$ cat config.mk
export PLATFORM = sky130hd
export DESIGN_NAME = acs_seq
export DESIGN_NICKNAME = d
export VERILOG_FILES = /design/src/design/acs_pkg.sv /design/src/design/acs_seq.sv
export VERILOG_INCLUDE_DIRS = /design/src /design/src/design
export SDC_FILE = /design/constraint.sdc
export NUM_CORES = 1
export LEC_CHECK = 0
export ABC_AREA = 1
export BUFFER_PORTS_ARGS = -buffer_cell sky130_fd_sc_hd__clkbuf_2
export CAP_MARGIN = 10
export CORE_MARGIN = 1.5
export CORE_UTILIZATION = 55
export DETAILED_ROUTE_END_ITERATION = 6
export PLACE_DENSITY = 0.84
export SYNTH_ARGS = -nofsm -noshare
export SYNTH_HDL_FRONTEND = slang
export SYNTH_SLANG_ARGS = --single-unit
$ cat constraint.sdc
create_clock -name pclk -period 5 [get_ports pclk]
set_clock_uncertainty 0.2 [all_clocks]
set_input_delay 0.5 -clock pclk [delete_from_list [all_inputs] [get_ports pclk]]
set_output_delay 0.5 -clock pclk [all_outputs]
set_load 0.01 [all_outputs]
$ cat src/design/acs_map.svh
// Offsets, field positions, reset values and timing counts of the sequencer
//
// Notes on behaviour
// - Each nibble drives only while its enable low
// - Multiplexer selects a channel only when enabled
// - Address register changes only while permit high
// - Four binary address bits; differential uses three
// - Address register shown on address outputs
// - Settling delay pulse lasts six microseconds
// - Delay output wired to falling-edge trigger
// - Mode input high counts, low loads
// - Clear permit low plus strobe fall zeroes
// - Strobe fall steps scan or starts conversion
// - Converter clock pulses low about 100 ns
// - Rising edge on positive trigger starts conversion
// - Falling edge on negative trigger starts conversion
// - End-of-conversion high while converting, then low
// - True and inverted MSB both provided
// - Short-cycle input ends conversion early
// - Free-running scan follows positive trigger level
// - Sequential strobe fall increments address by one
// - Random strobe fall loads address inputs
`ifndef ACS_MAP_SVH
`define ACS_MAP_SVH

// ------------------------------------------------------------
// Register offsets
// ------------------------------------------------------------
`define ACS_CTRL_OFF      8'h00
`define ACS_STATUS_OFF    8'h04
`define ACS_RESULT_OFF    8'h08

// ------------------------------------------------------------
// Field positions and reset values
// ------------------------------------------------------------
`define ACS_CTRL_DIFF_BIT 0
`define ACS_CTRL_FREE_BIT 1
`define ACS_CTRL_RESET    2'h0
`define ACS_ST_EOC_BIT    4
`define ACS_ST_DLY_BIT    5
`define ACS_ST_MUX_BIT    6
`define ACS_RESULT_TRIAL  12'h800

// ------------------------------------------------------------
// Timing
// ------------------------------------------------------------
`define ACS_CLK_NS        40
`define ACS_DELAY_NS      6000
`define ACS_PULSE_NS      100
`define ACS_DELAY_CYC     ((`ACS_DELAY_NS + `ACS_CLK_NS - 1) / `ACS_CLK_NS)
`define ACS_PULSE_CYC     ((`ACS_PULSE_NS / `ACS_CLK_NS) < 1 ? 1 : \
                           (`ACS_PULSE_NS / `ACS_CLK_NS))
`define ACS_BIT_CYC       8

`endif

$ cat src/design/acs_pkg.sv
// Types shared by the acquisition channel sequencer
package acs_pkg;

  typedef enum logic [1:0] {
    ACS_IDLE = 2'b00,
    ACS_CONV = 2'b01
  } acs_state_e;

  typedef logic [3:0] acs_addr_t;

endpackage

$ cat src/design/acs_seq.sv
// Acquisition channel sequencer: address, delay, conversion, APB
`timescale 1ns/1ps
`default_nettype none
`include "acs_map.svh"

module acs_seq
  import acs_pkg::*;
#(
  parameter int DELAY_CYC = `ACS_DELAY_CYC,
  parameter int PULSE_CYC = `ACS_PULSE_CYC,
  parameter int BIT_CYC   = `ACS_BIT_CYC
) (
  // Clock and reset
  input  wire logic        pclk,
  input  wire logic        presetn,
  // APB slave
  input  wire logic        psel,
  input  wire logic        penable,
  input  wire logic        pwrite,
  input  wire logic [7:0]  paddr,
  input  wire logic [31:0] pwdata,
  output logic [31:0]      prdata,
  output logic             pready,
  output logic             pslverr,
  // Control pins from the host
  input  wire logic        strobe,
  input  wire logic        trig_pos,
  input  wire logic        trig_neg,
  input  wire logic        mux_en,
  input  wire logic        count_en,
  input  wire logic        load_en,
  input  wire logic        clear_en_n,
  input  wire logic [3:0]  addr_in,
  input  wire logic [2:0]  oe_n,
  input  wire logic        short_cycle,
  input  wire logic        cmp_in,
  input  wire logic        msb_in,
  // Multiplexer and address
  output acs_addr_t        mux_sel,
  output logic             mux_on,
  output acs_addr_t        addr_out,
  // Converter status and timing
  output logic             delay_out,
  output logic             eoc,
  output logic             conv_clk_n,
  output logic             serial_out,
  output logic             msb_out,
  output logic             msb_out_n,
  // Three-state result nibbles
  output logic [11:0]      data_out,
  output logic [2:0]       data_oe
);

  // ------------------------------------------------------------
  // Pin synchronisers and glitch filter
  // ------------------------------------------------------------
  localparam int SW = 17;

  logic [SW-1:0] raw;
  logic [SW-1:0] s1;
  logic [SW-1:0] s2;
  logic [SW-1:0] s3;
  logic [SW-1:0] flt;
  logic [SW-1:0] agree;
  logic [SW-1:0] upd;

  assign raw = {addr_in, msb_in, cmp_in, short_cycle, oe_n, clear_en_n,
                load_en, count_en, mux_en, trig_neg, trig_pos, strobe};

  always_ff @(posedge pclk or negedge presetn) begin
    if (!presetn) begin
      s1 <= '0;
      s2 <= '0;
      s3 <= '0;
    end else begin
      s1 <= raw;
      s2 <= s1;
      s3 <= s2;
    end
  end

  // A level counts only once two stages agree
  assign agree = ~(s2 ^ s3);
  assign upd   = agree & (s3 ^ flt);

  always_ff @(posedge pclk or negedge presetn) begin
    if (!presetn) begin
      flt <= '0;
    end else begin
      flt <= (flt & ~agree) | (s3 & agree);
    end
  end

  logic      strobe_fall;
  logic      tpos_rise;
  logic      tneg_fall;
  logic      tpos_f;
  logic      mux_en_f;
  logic      cnt_en_f;
  logic      load_en_f;
  logic      clr_n_f;
  logic [2:0] oe_n_f;
  logic      short_f;
  logic      cmp_f;
  logic      msb_in_f;
  acs_addr_t addr_in_f;

  assign strobe_fall = upd[0] & flt[0];
  assign tpos_rise   = upd[1] & s3[1];
  assign tneg_fall   = upd[2] & flt[2];
  assign tpos_f      = flt[1];
  assign mux_en_f    = flt[3];
  assign cnt_en_f    = flt[4];
  assign load_en_f   = flt[5];
  assign clr_n_f     = flt[6];
  assign oe_n_f      = flt[9:7];
  assign short_f     = flt[10];
  assign cmp_f       = flt[11];
  assign msb_in_f    = flt[12];
  assign addr_in_f   = flt[16:13];

  // ------------------------------------------------------------
  // Control register
  // ------------------------------------------------------------
  logic [1:0] ctrl;
  logic       diff_mode;
  logic       free_run;

  assign diff_mode = ctrl[`ACS_CTRL_DIFF_BIT];
  assign free_run  = ctrl[`ACS_CTRL_FREE_BIT];

  // Highest channel of the active variant
  function automatic acs_addr_t acs_top(input logic diff);
    acs_top = diff ? 4'h7 : 4'hf;
  endfunction

  // ------------------------------------------------------------
  // Channel address register
  // ------------------------------------------------------------
  acs_addr_t addr;

  assign addr_out = addr;

  always_ff @(posedge pclk or negedge presetn) begin
    if (!presetn) begin
      addr <= 4'h0;
    end else if (strobe_fall && cnt_en_f) begin
      if (!clr_n_f) begin
        addr <= 4'h0;
      end else if (load_en_f) begin
        if (addr >= acs_top(diff_mode)) begin
          addr <= 4'h0;
        end else begin
          addr <= addr + 4'h1;
        end
      end else begin
        addr <= addr_in_f & acs_top(diff_mode);
      end
    end
  end

  always_ff @(posedge pclk or negedge presetn) begin
    if (!presetn) begin
      mux_sel <= 4'h0;
      mux_on  <= 1'b0;
    end else begin
      mux_sel <= addr;
      mux_on  <= mux_en_f;
    end
  end

  // ------------------------------------------------------------
  // Settling delay pulse
  // ------------------------------------------------------------
  localparam int DW = $clog2(DELAY_CYC + 1);
  localparam logic [DW-1:0] DLY_LOAD = DW'(DELAY_CYC);

  logic [DW-1:0] dly_cnt;

  // Restarted by every strobe fall, even one during a pulse
  always_ff @(posedge pclk or negedge presetn) begin
    if (!presetn) begin
      dly_cnt   <= '0;
      delay_out <= 1'b0;
    end else if (strobe_fall) begin
      dly_cnt   <= DLY_LOAD;
      delay_out <= 1'b1;
    end else if (dly_cnt != '0) begin
      dly_cnt <= dly_cnt - DW'(1);
      if (dly_cnt == DW'(1)) begin
        delay_out <= 1'b0;
      end
    end
  end

  // ------------------------------------------------------------
  // Successive approximation conversion
  // ------------------------------------------------------------
  localparam int CW = $clog2(BIT_CYC + 1);
  localparam logic [CW-1:0] CYC_LAST = CW'(BIT_CYC - 1);
  localparam logic [CW-1:0] LOW_LAST = CW'(PULSE_CYC - 1);

  acs_state_e    state;
  logic [3:0]    bit_idx;
  logic [CW-1:0] cyc;
  logic [11:0]   result;
  logic          start;

  // In free-running mode a low positive trigger stops the scan
  assign start = tpos_rise ||
                 (tneg_fall && (!free_run || tpos_f));

  always_ff @(posedge pclk or negedge presetn) begin
    if (!presetn) begin
      state      <= ACS_IDLE;
      bit_idx    <= 4'h0;
      cyc        <= '0;
      result     <= 12'h000;
      eoc        <= 1'b0;
      conv_clk_n <= 1'b1;
      serial_out <= 1'b0;
    end else begin
      case (state)
        ACS_IDLE: begin
          conv_clk_n <= 1'b1;
          if (start) begin
            state      <= ACS_CONV;
            bit_idx    <= 4'hb;
            cyc        <= '0;
            result     <= `ACS_RESULT_TRIAL;
            eoc        <= 1'b1;
            conv_clk_n <= 1'b0;
          end
        end
        ACS_CONV: begin
          cyc <= cyc + CW'(1);
          if (cyc == LOW_LAST) begin
            conv_clk_n <= 1'b1;
          end
          if (cyc == CYC_LAST) begin
            // Short cycle: the tapped bit is dropped, not kept
            if (short_f) begin
              result[bit_idx] <= 1'b0;
              serial_out      <= 1'b0;
              state           <= ACS_IDLE;
              eoc             <= 1'b0;
            end else begin
              result[bit_idx] <= cmp_f;
              serial_out      <= cmp_f;
              if (bit_idx == 4'h0) begin
                state <= ACS_IDLE;
                eoc   <= 1'b0;
              end else begin
                bit_idx              <= bit_idx - 4'h1;
                result[bit_idx - 1]  <= 1'b1;
                cyc                  <= '0;
                conv_clk_n           <= 1'b0;
              end
            end
          end
        end
        default: begin
          state <= ACS_IDLE;
          eoc   <= 1'b0;
        end
      endcase
    end
  end

  // ------------------------------------------------------------
  // Result outputs
  // ------------------------------------------------------------
  always_ff @(posedge pclk or negedge presetn) begin
    if (!presetn) begin
      msb_out   <= 1'b0;
      msb_out_n <= 1'b1;
      data_out  <= 12'h000;
      data_oe   <= 3'h0;
    end else begin
      msb_out   <= result[11];
      msb_out_n <= ~result[11];
      data_out  <= {msb_in_f, result[10:0]};
      data_oe   <= ~oe_n_f;
    end
  end

  // ------------------------------------------------------------
  // APB slave, zero wait states
  // ------------------------------------------------------------
  logic setup;
  logic access;
  logic hit;

  assign setup  = psel && !penable;
  assign access = psel && penable && pready;
  assign hit    = (paddr == `ACS_CTRL_OFF) ||
                  (paddr == `ACS_STATUS_OFF) ||
                  (paddr == `ACS_RESULT_OFF);

  always_ff @(posedge pclk or negedge presetn) begin
    if (!presetn) begin
      ctrl <= `ACS_CTRL_RESET;
    end else if (access && pwrite && paddr == `ACS_CTRL_OFF) begin
      ctrl <= pwdata[1:0];
    end
  end

  always_ff @(posedge pclk or negedge presetn) begin
    if (!presetn) begin
      pready  <= 1'b0;
      pslverr <= 1'b0;
      prdata  <= 32'h0;
    end else begin
      pready  <= setup;
      pslverr <= setup && !hit;
      prdata  <= 32'h0;
      if (setup && !pwrite) begin
        case (paddr)
          `ACS_CTRL_OFF: prdata <= {30'h0, ctrl};
          `ACS_STATUS_OFF: prdata <= {25'h0, mux_on, delay_out, eoc, addr};
          `ACS_RESULT_OFF: prdata <= {20'h0, result};
          default: prdata <= 32'h0;
        endcase
      end
    end
  end

  // ------------------------------------------------------------
  // Checks
  // ------------------------------------------------------------
  logic [DW:0] dly_seen;

  always_ff @(posedge pclk or negedge presetn) begin
    if (!presetn) begin
      dly_seen <= '0;
    end else if (strobe_fall) begin
      dly_seen <= (DW+1)'(1);
    end else if (delay_out) begin
      dly_seen <= dly_seen + (DW+1)'(1);
    end
  end

  chk_nibble_drive: assert property (
    @(posedge pclk) disable iff (!presetn)
    $changed(oe_n_f) |=> (data_oe == ~$past(oe_n_f)))
    else $error("nibble enable does not follow its pin");

  chk_mux_gate: assert property (
    @(posedge pclk) disable iff (!presetn)
    !mux_en_f ##1 !mux_en_f |-> !mux_on)
    else $error("multiplexer on while disabled");

  chk_addr_freeze: assert property (
    @(posedge pclk) disable iff (!presetn)
    !cnt_en_f |=> $stable(addr))
    else $error("address changed without permit");

  chk_addr_wrap: assert property (
    @(posedge pclk) disable iff (!presetn)
    strobe_fall && cnt_en_f && clr_n_f && load_en_f &&
    addr == acs_top(diff_mode) |=> addr == 4'h0)
    else $error("counter did not wrap");

  chk_addr_step: assert property (
    @(posedge pclk) disable iff (!presetn)
    strobe_fall && cnt_en_f && clr_n_f && load_en_f &&
    addr < acs_top(diff_mode) |=> addr == $past(addr) + 4'h1)
    else $error("counter did not step by one");

  chk_addr_load: assert property (
    @(posedge pclk) disable iff (!presetn)
    strobe_fall && cnt_en_f && clr_n_f && !load_en_f
    |=> addr == ($past(addr_in_f) & acs_top(diff_mode)))
    else $error("address inputs not loaded");

  chk_addr_clear: assert property (
    @(posedge pclk) disable iff (!presetn)
    strobe_fall && cnt_en_f && !clr_n_f |=> addr == 4'h0)
    else $error("clear did not zero the address");

  chk_delay_len: assert property (
    @(posedge pclk) disable iff (!presetn)
    $fell(delay_out) |-> $past(dly_seen) == DELAY_CYC)
    else $error("settling pulse has wrong length");

  chk_delay_start: assert property (
    @(posedge pclk) disable iff (!presetn)
    strobe_fall |=> delay_out)
    else $error("settling pulse did not start");

  chk_conv_start: assert property (
    @(posedge pclk) disable iff (!presetn)
    start && state == ACS_IDLE |=> eoc ##[1:200] !eoc)
    else $error("conversion status wrong");

  chk_clk_width: assert property (
    @(posedge pclk) disable iff (!presetn)
    $fell(conv_clk_n) |-> !conv_clk_n[*2] ##1 conv_clk_n)
    else $error("converter clock pulse width wrong");

  chk_msb_pair: assert property (
    @(posedge pclk) disable iff (!presetn)
    msb_out != msb_out_n)
    else $error("MSB outputs not complementary");

  chk_short_end: assert property (
    @(posedge pclk) disable iff (!presetn)
    state == ACS_CONV && cyc == CYC_LAST && short_f |=> !eoc)
    else $error("short cycle did not end conversion");

endmodule
`default_nettype wire

==> run summary <==
Row cnt: 36
Synth top area share: 0.635
FF-to-FF path depth: 10
Hold Path Cell Cnt: 3
Synth warnings: 0
# IOs: 126
Least-Margin Pin Slew: 834 ps
Clock Tree Buf Depth: 2
Avg WL per Cell: 14.0 microns
Reg2Reg Launch Point: bit_idx[0]$_DFFE_PN0P_
Cell mode on critical path: nand2_1
# Max-Cap Violations: 0
CP Cell Sequence: inv_1 > ha_1 > nand2_1 > nand2_1 > inv_2 > nor2_1 > nand3_1 > nand3b_1 > nand2_1 > inv_1
Placed Cells incl. Taps: 729
First-pass GRT wire length: 17.9 mm
Period utilization: 0.389
Worst VDD drop: 0.355 mV
Post-layout net count: 708
CP endpoint kind: register
Initial antenna violation count: 0
Distinct cells, synth: 35
Commonest non-fill, non-tap cell in the layout: dfrtp_1
Fmax: 514 MHz
Worst Hold Launch: psel
Total GRT Usage: 0.229
Clk root buf: clkbuf_8
Port buffer count: 75
Via Count: 3887
Critical Path RT: 5270 ps
Pwr/cell area: 509 nW/um^2
Drc violations: 0
Post-DP HPWL: 7.18 mm
Worst setup startpoint: bit_idx[0]$_DFFE_PN0P_
Fin. max-slew vios: 0
Clk Latency, worst-skew pair: 530 ps
Overflow after GRT: 0
Core area: 9730 sq um
Fin Setup TNS: 0 ps
Vias in the first global route: 3736
Critical Path Stages: 10
Yosys top cell by area: dfrtp_1
Critical Path Start Type: register
Relative slew slack: 0.444
Final Critical Period: 1950 ps
Iter 0 DRT Violations: 181
Final Setup Violations: 0
CTS buffer count: 17
Die Y: 103 microns
Clk slew on worst S/H paths: 60 ps
Commonest cells after routing, fill and taps aside: dfrtp_1 (140), nand2_1 (127), clkbuf_2 (74)
CP max-delay cell: dfrtp_1
RSZ-0062 raised after global routing: no
Seq/Total Area, Yosys: 0.645
Worst EP arrival: 2220 ps
Family with the most delay on the worst path: simple AND/OR/NAND/NOR gates
Avg Cell Area, Syn: 10.5 sq um
Crit path kind: reg -> reg
Critical path's largest stage delay: 420 ps
Starting Density: 0.567
Critical path fanouts, max: 7
WP buf/inv: 3
Outcome: completed
CTS sink count: 142
Largest net degree at the start of global routing: 99
Static leakage: 3.46 nW
PostCTS Resize Cnt: 0
Antenna viol nets, final: 0
Hold crit path type: in -> reg
Die width: 103 microns
Seq cells post-synth: 142
Area grow syn2layout: 22.4%
Gate Count Post-Synth: 523
Die area: 10600 sq um
Final hold violations: 0
Layout cell share with drive strength beyond 1: 0.189
Detailed Route WL: 10.9 mm
# H-tree levels: 4
DP Worst Slack: 3040 ps
Drt first pass iters: 4
Mapped Area: 5510 sq um
CTS tree: built
Global placer's final weighted congestion: 0.879
Antenna Cells: 0
DR vias/cell: 4.98
Final std cells w/o fill: 780
Final setup margin: 3050 ps
Min Hold Slack: 11.1 ps
Synth area leaders: dfrtp_1 (64%), nand2_1 (8.6%), inv_1 (3.7%)
==> synthesized netlist by cell type, drive strengths merged <==
library cell / count
nor2: 32
conb: 1
mux2i: 1
o22ai: 2
inv: 58
buf: 22
maj3: 15
nand2: 128
ha: 12
o31ai: 1
and3: 1
a21oi: 18
dfrtp: 140
nand3: 34
dfstp: 2
xor2: 3
o211ai: 2
xnor2: 1
o21ai: 29
o32ai: 1
a22oi: 2
nor3: 12
nand4: 3
a31oi: 2
nand3b: 1
==> power breakdown <==
part / total, W / switching [W] / internal, W
clock: 0.00122 / 0.000498 / 0.000718
sequential: 0.00148 / 0.000149 / 0.00134
combinational: 0.000733 / 0.000477 / 0.000256
==> metal layers <==
metal,track usage,up-vias,wire length [microns]
met2,0.383,123,5580
met1,0.287,1886,4690
met3,0.0583,11,487
met5,0,-,0
li1,-,1867,-
met4,0.0904,0,126
==> per-stage QoR <==
step,utilization,total power [W],instance area [sq um]
after floorplan,-,0.00197,5590
after CTS,0.694,0.00346,6750
after global placement,0.615,0.00217,5980
after global routing,0.694,0.00364,6750
after detailed placement,0.615,0.00221,5980
final,0.694,0.00343,6750
==> worst min-delay path, delay by kind of cell <==
family	cells	cell delay, ps
buffers and inverters	2	160
and+or+nand+nor	1	50
==> what timing repair did <==
item,CTS,global route
buffers inserted,0,0
hold buffers,19,0
endpoints found under the hold margin,115,0
==> final timing paths <==
kind | to | slack, ps
worst min-delay path | pready$_DFF_PN0_ | 10
worst max register to register | result[0]$_DFFE_PN0P_ | 3050
worst max-delay path | result[0]$_DFFE_PN0P_ | 3050
min in group asynchronous | msb_out$_DFF_PN0_ | 420
max in group asynchronous | conv_clk_n$_DFF_PN1_ | 3090
worst min register to register | s2[10]$_DFF_PN0_ | 150
==> final cells by class <==
type                            instances  area, sq um
Inverter                               58          218
Fill cell                             730         2980
Sequential cell                       142         3560
Tap cell                              133          166
Timing Repair Buffer                   95          579
Multi-Input combinational cell        320         1650
Clock buffer                           18          418
Clock inverter                         14          160
==> cell families (layout without fill, tap and decap cells) <==
| group | Yosys count | count (layout) | share of synthesized area |
|---|---|---|---|
| simple gates | 211 | 211 | 0.165 |
| flops | 142 | 142 | 0.645 |
| buf+inv | 80 | 185 | 0.0685 |
| compound gates | 57 | 57 | 0.0583 |
| fa+ha+maj | 27 | 27 | 0.0545 |
| xor+xnor | 4 | 4 | 0.00635 |
| other cells | 1 | 20 | 0.000680 |
| mux | 1 | 1 | 0.00182 |
Power figures use the tool's default switching activity.
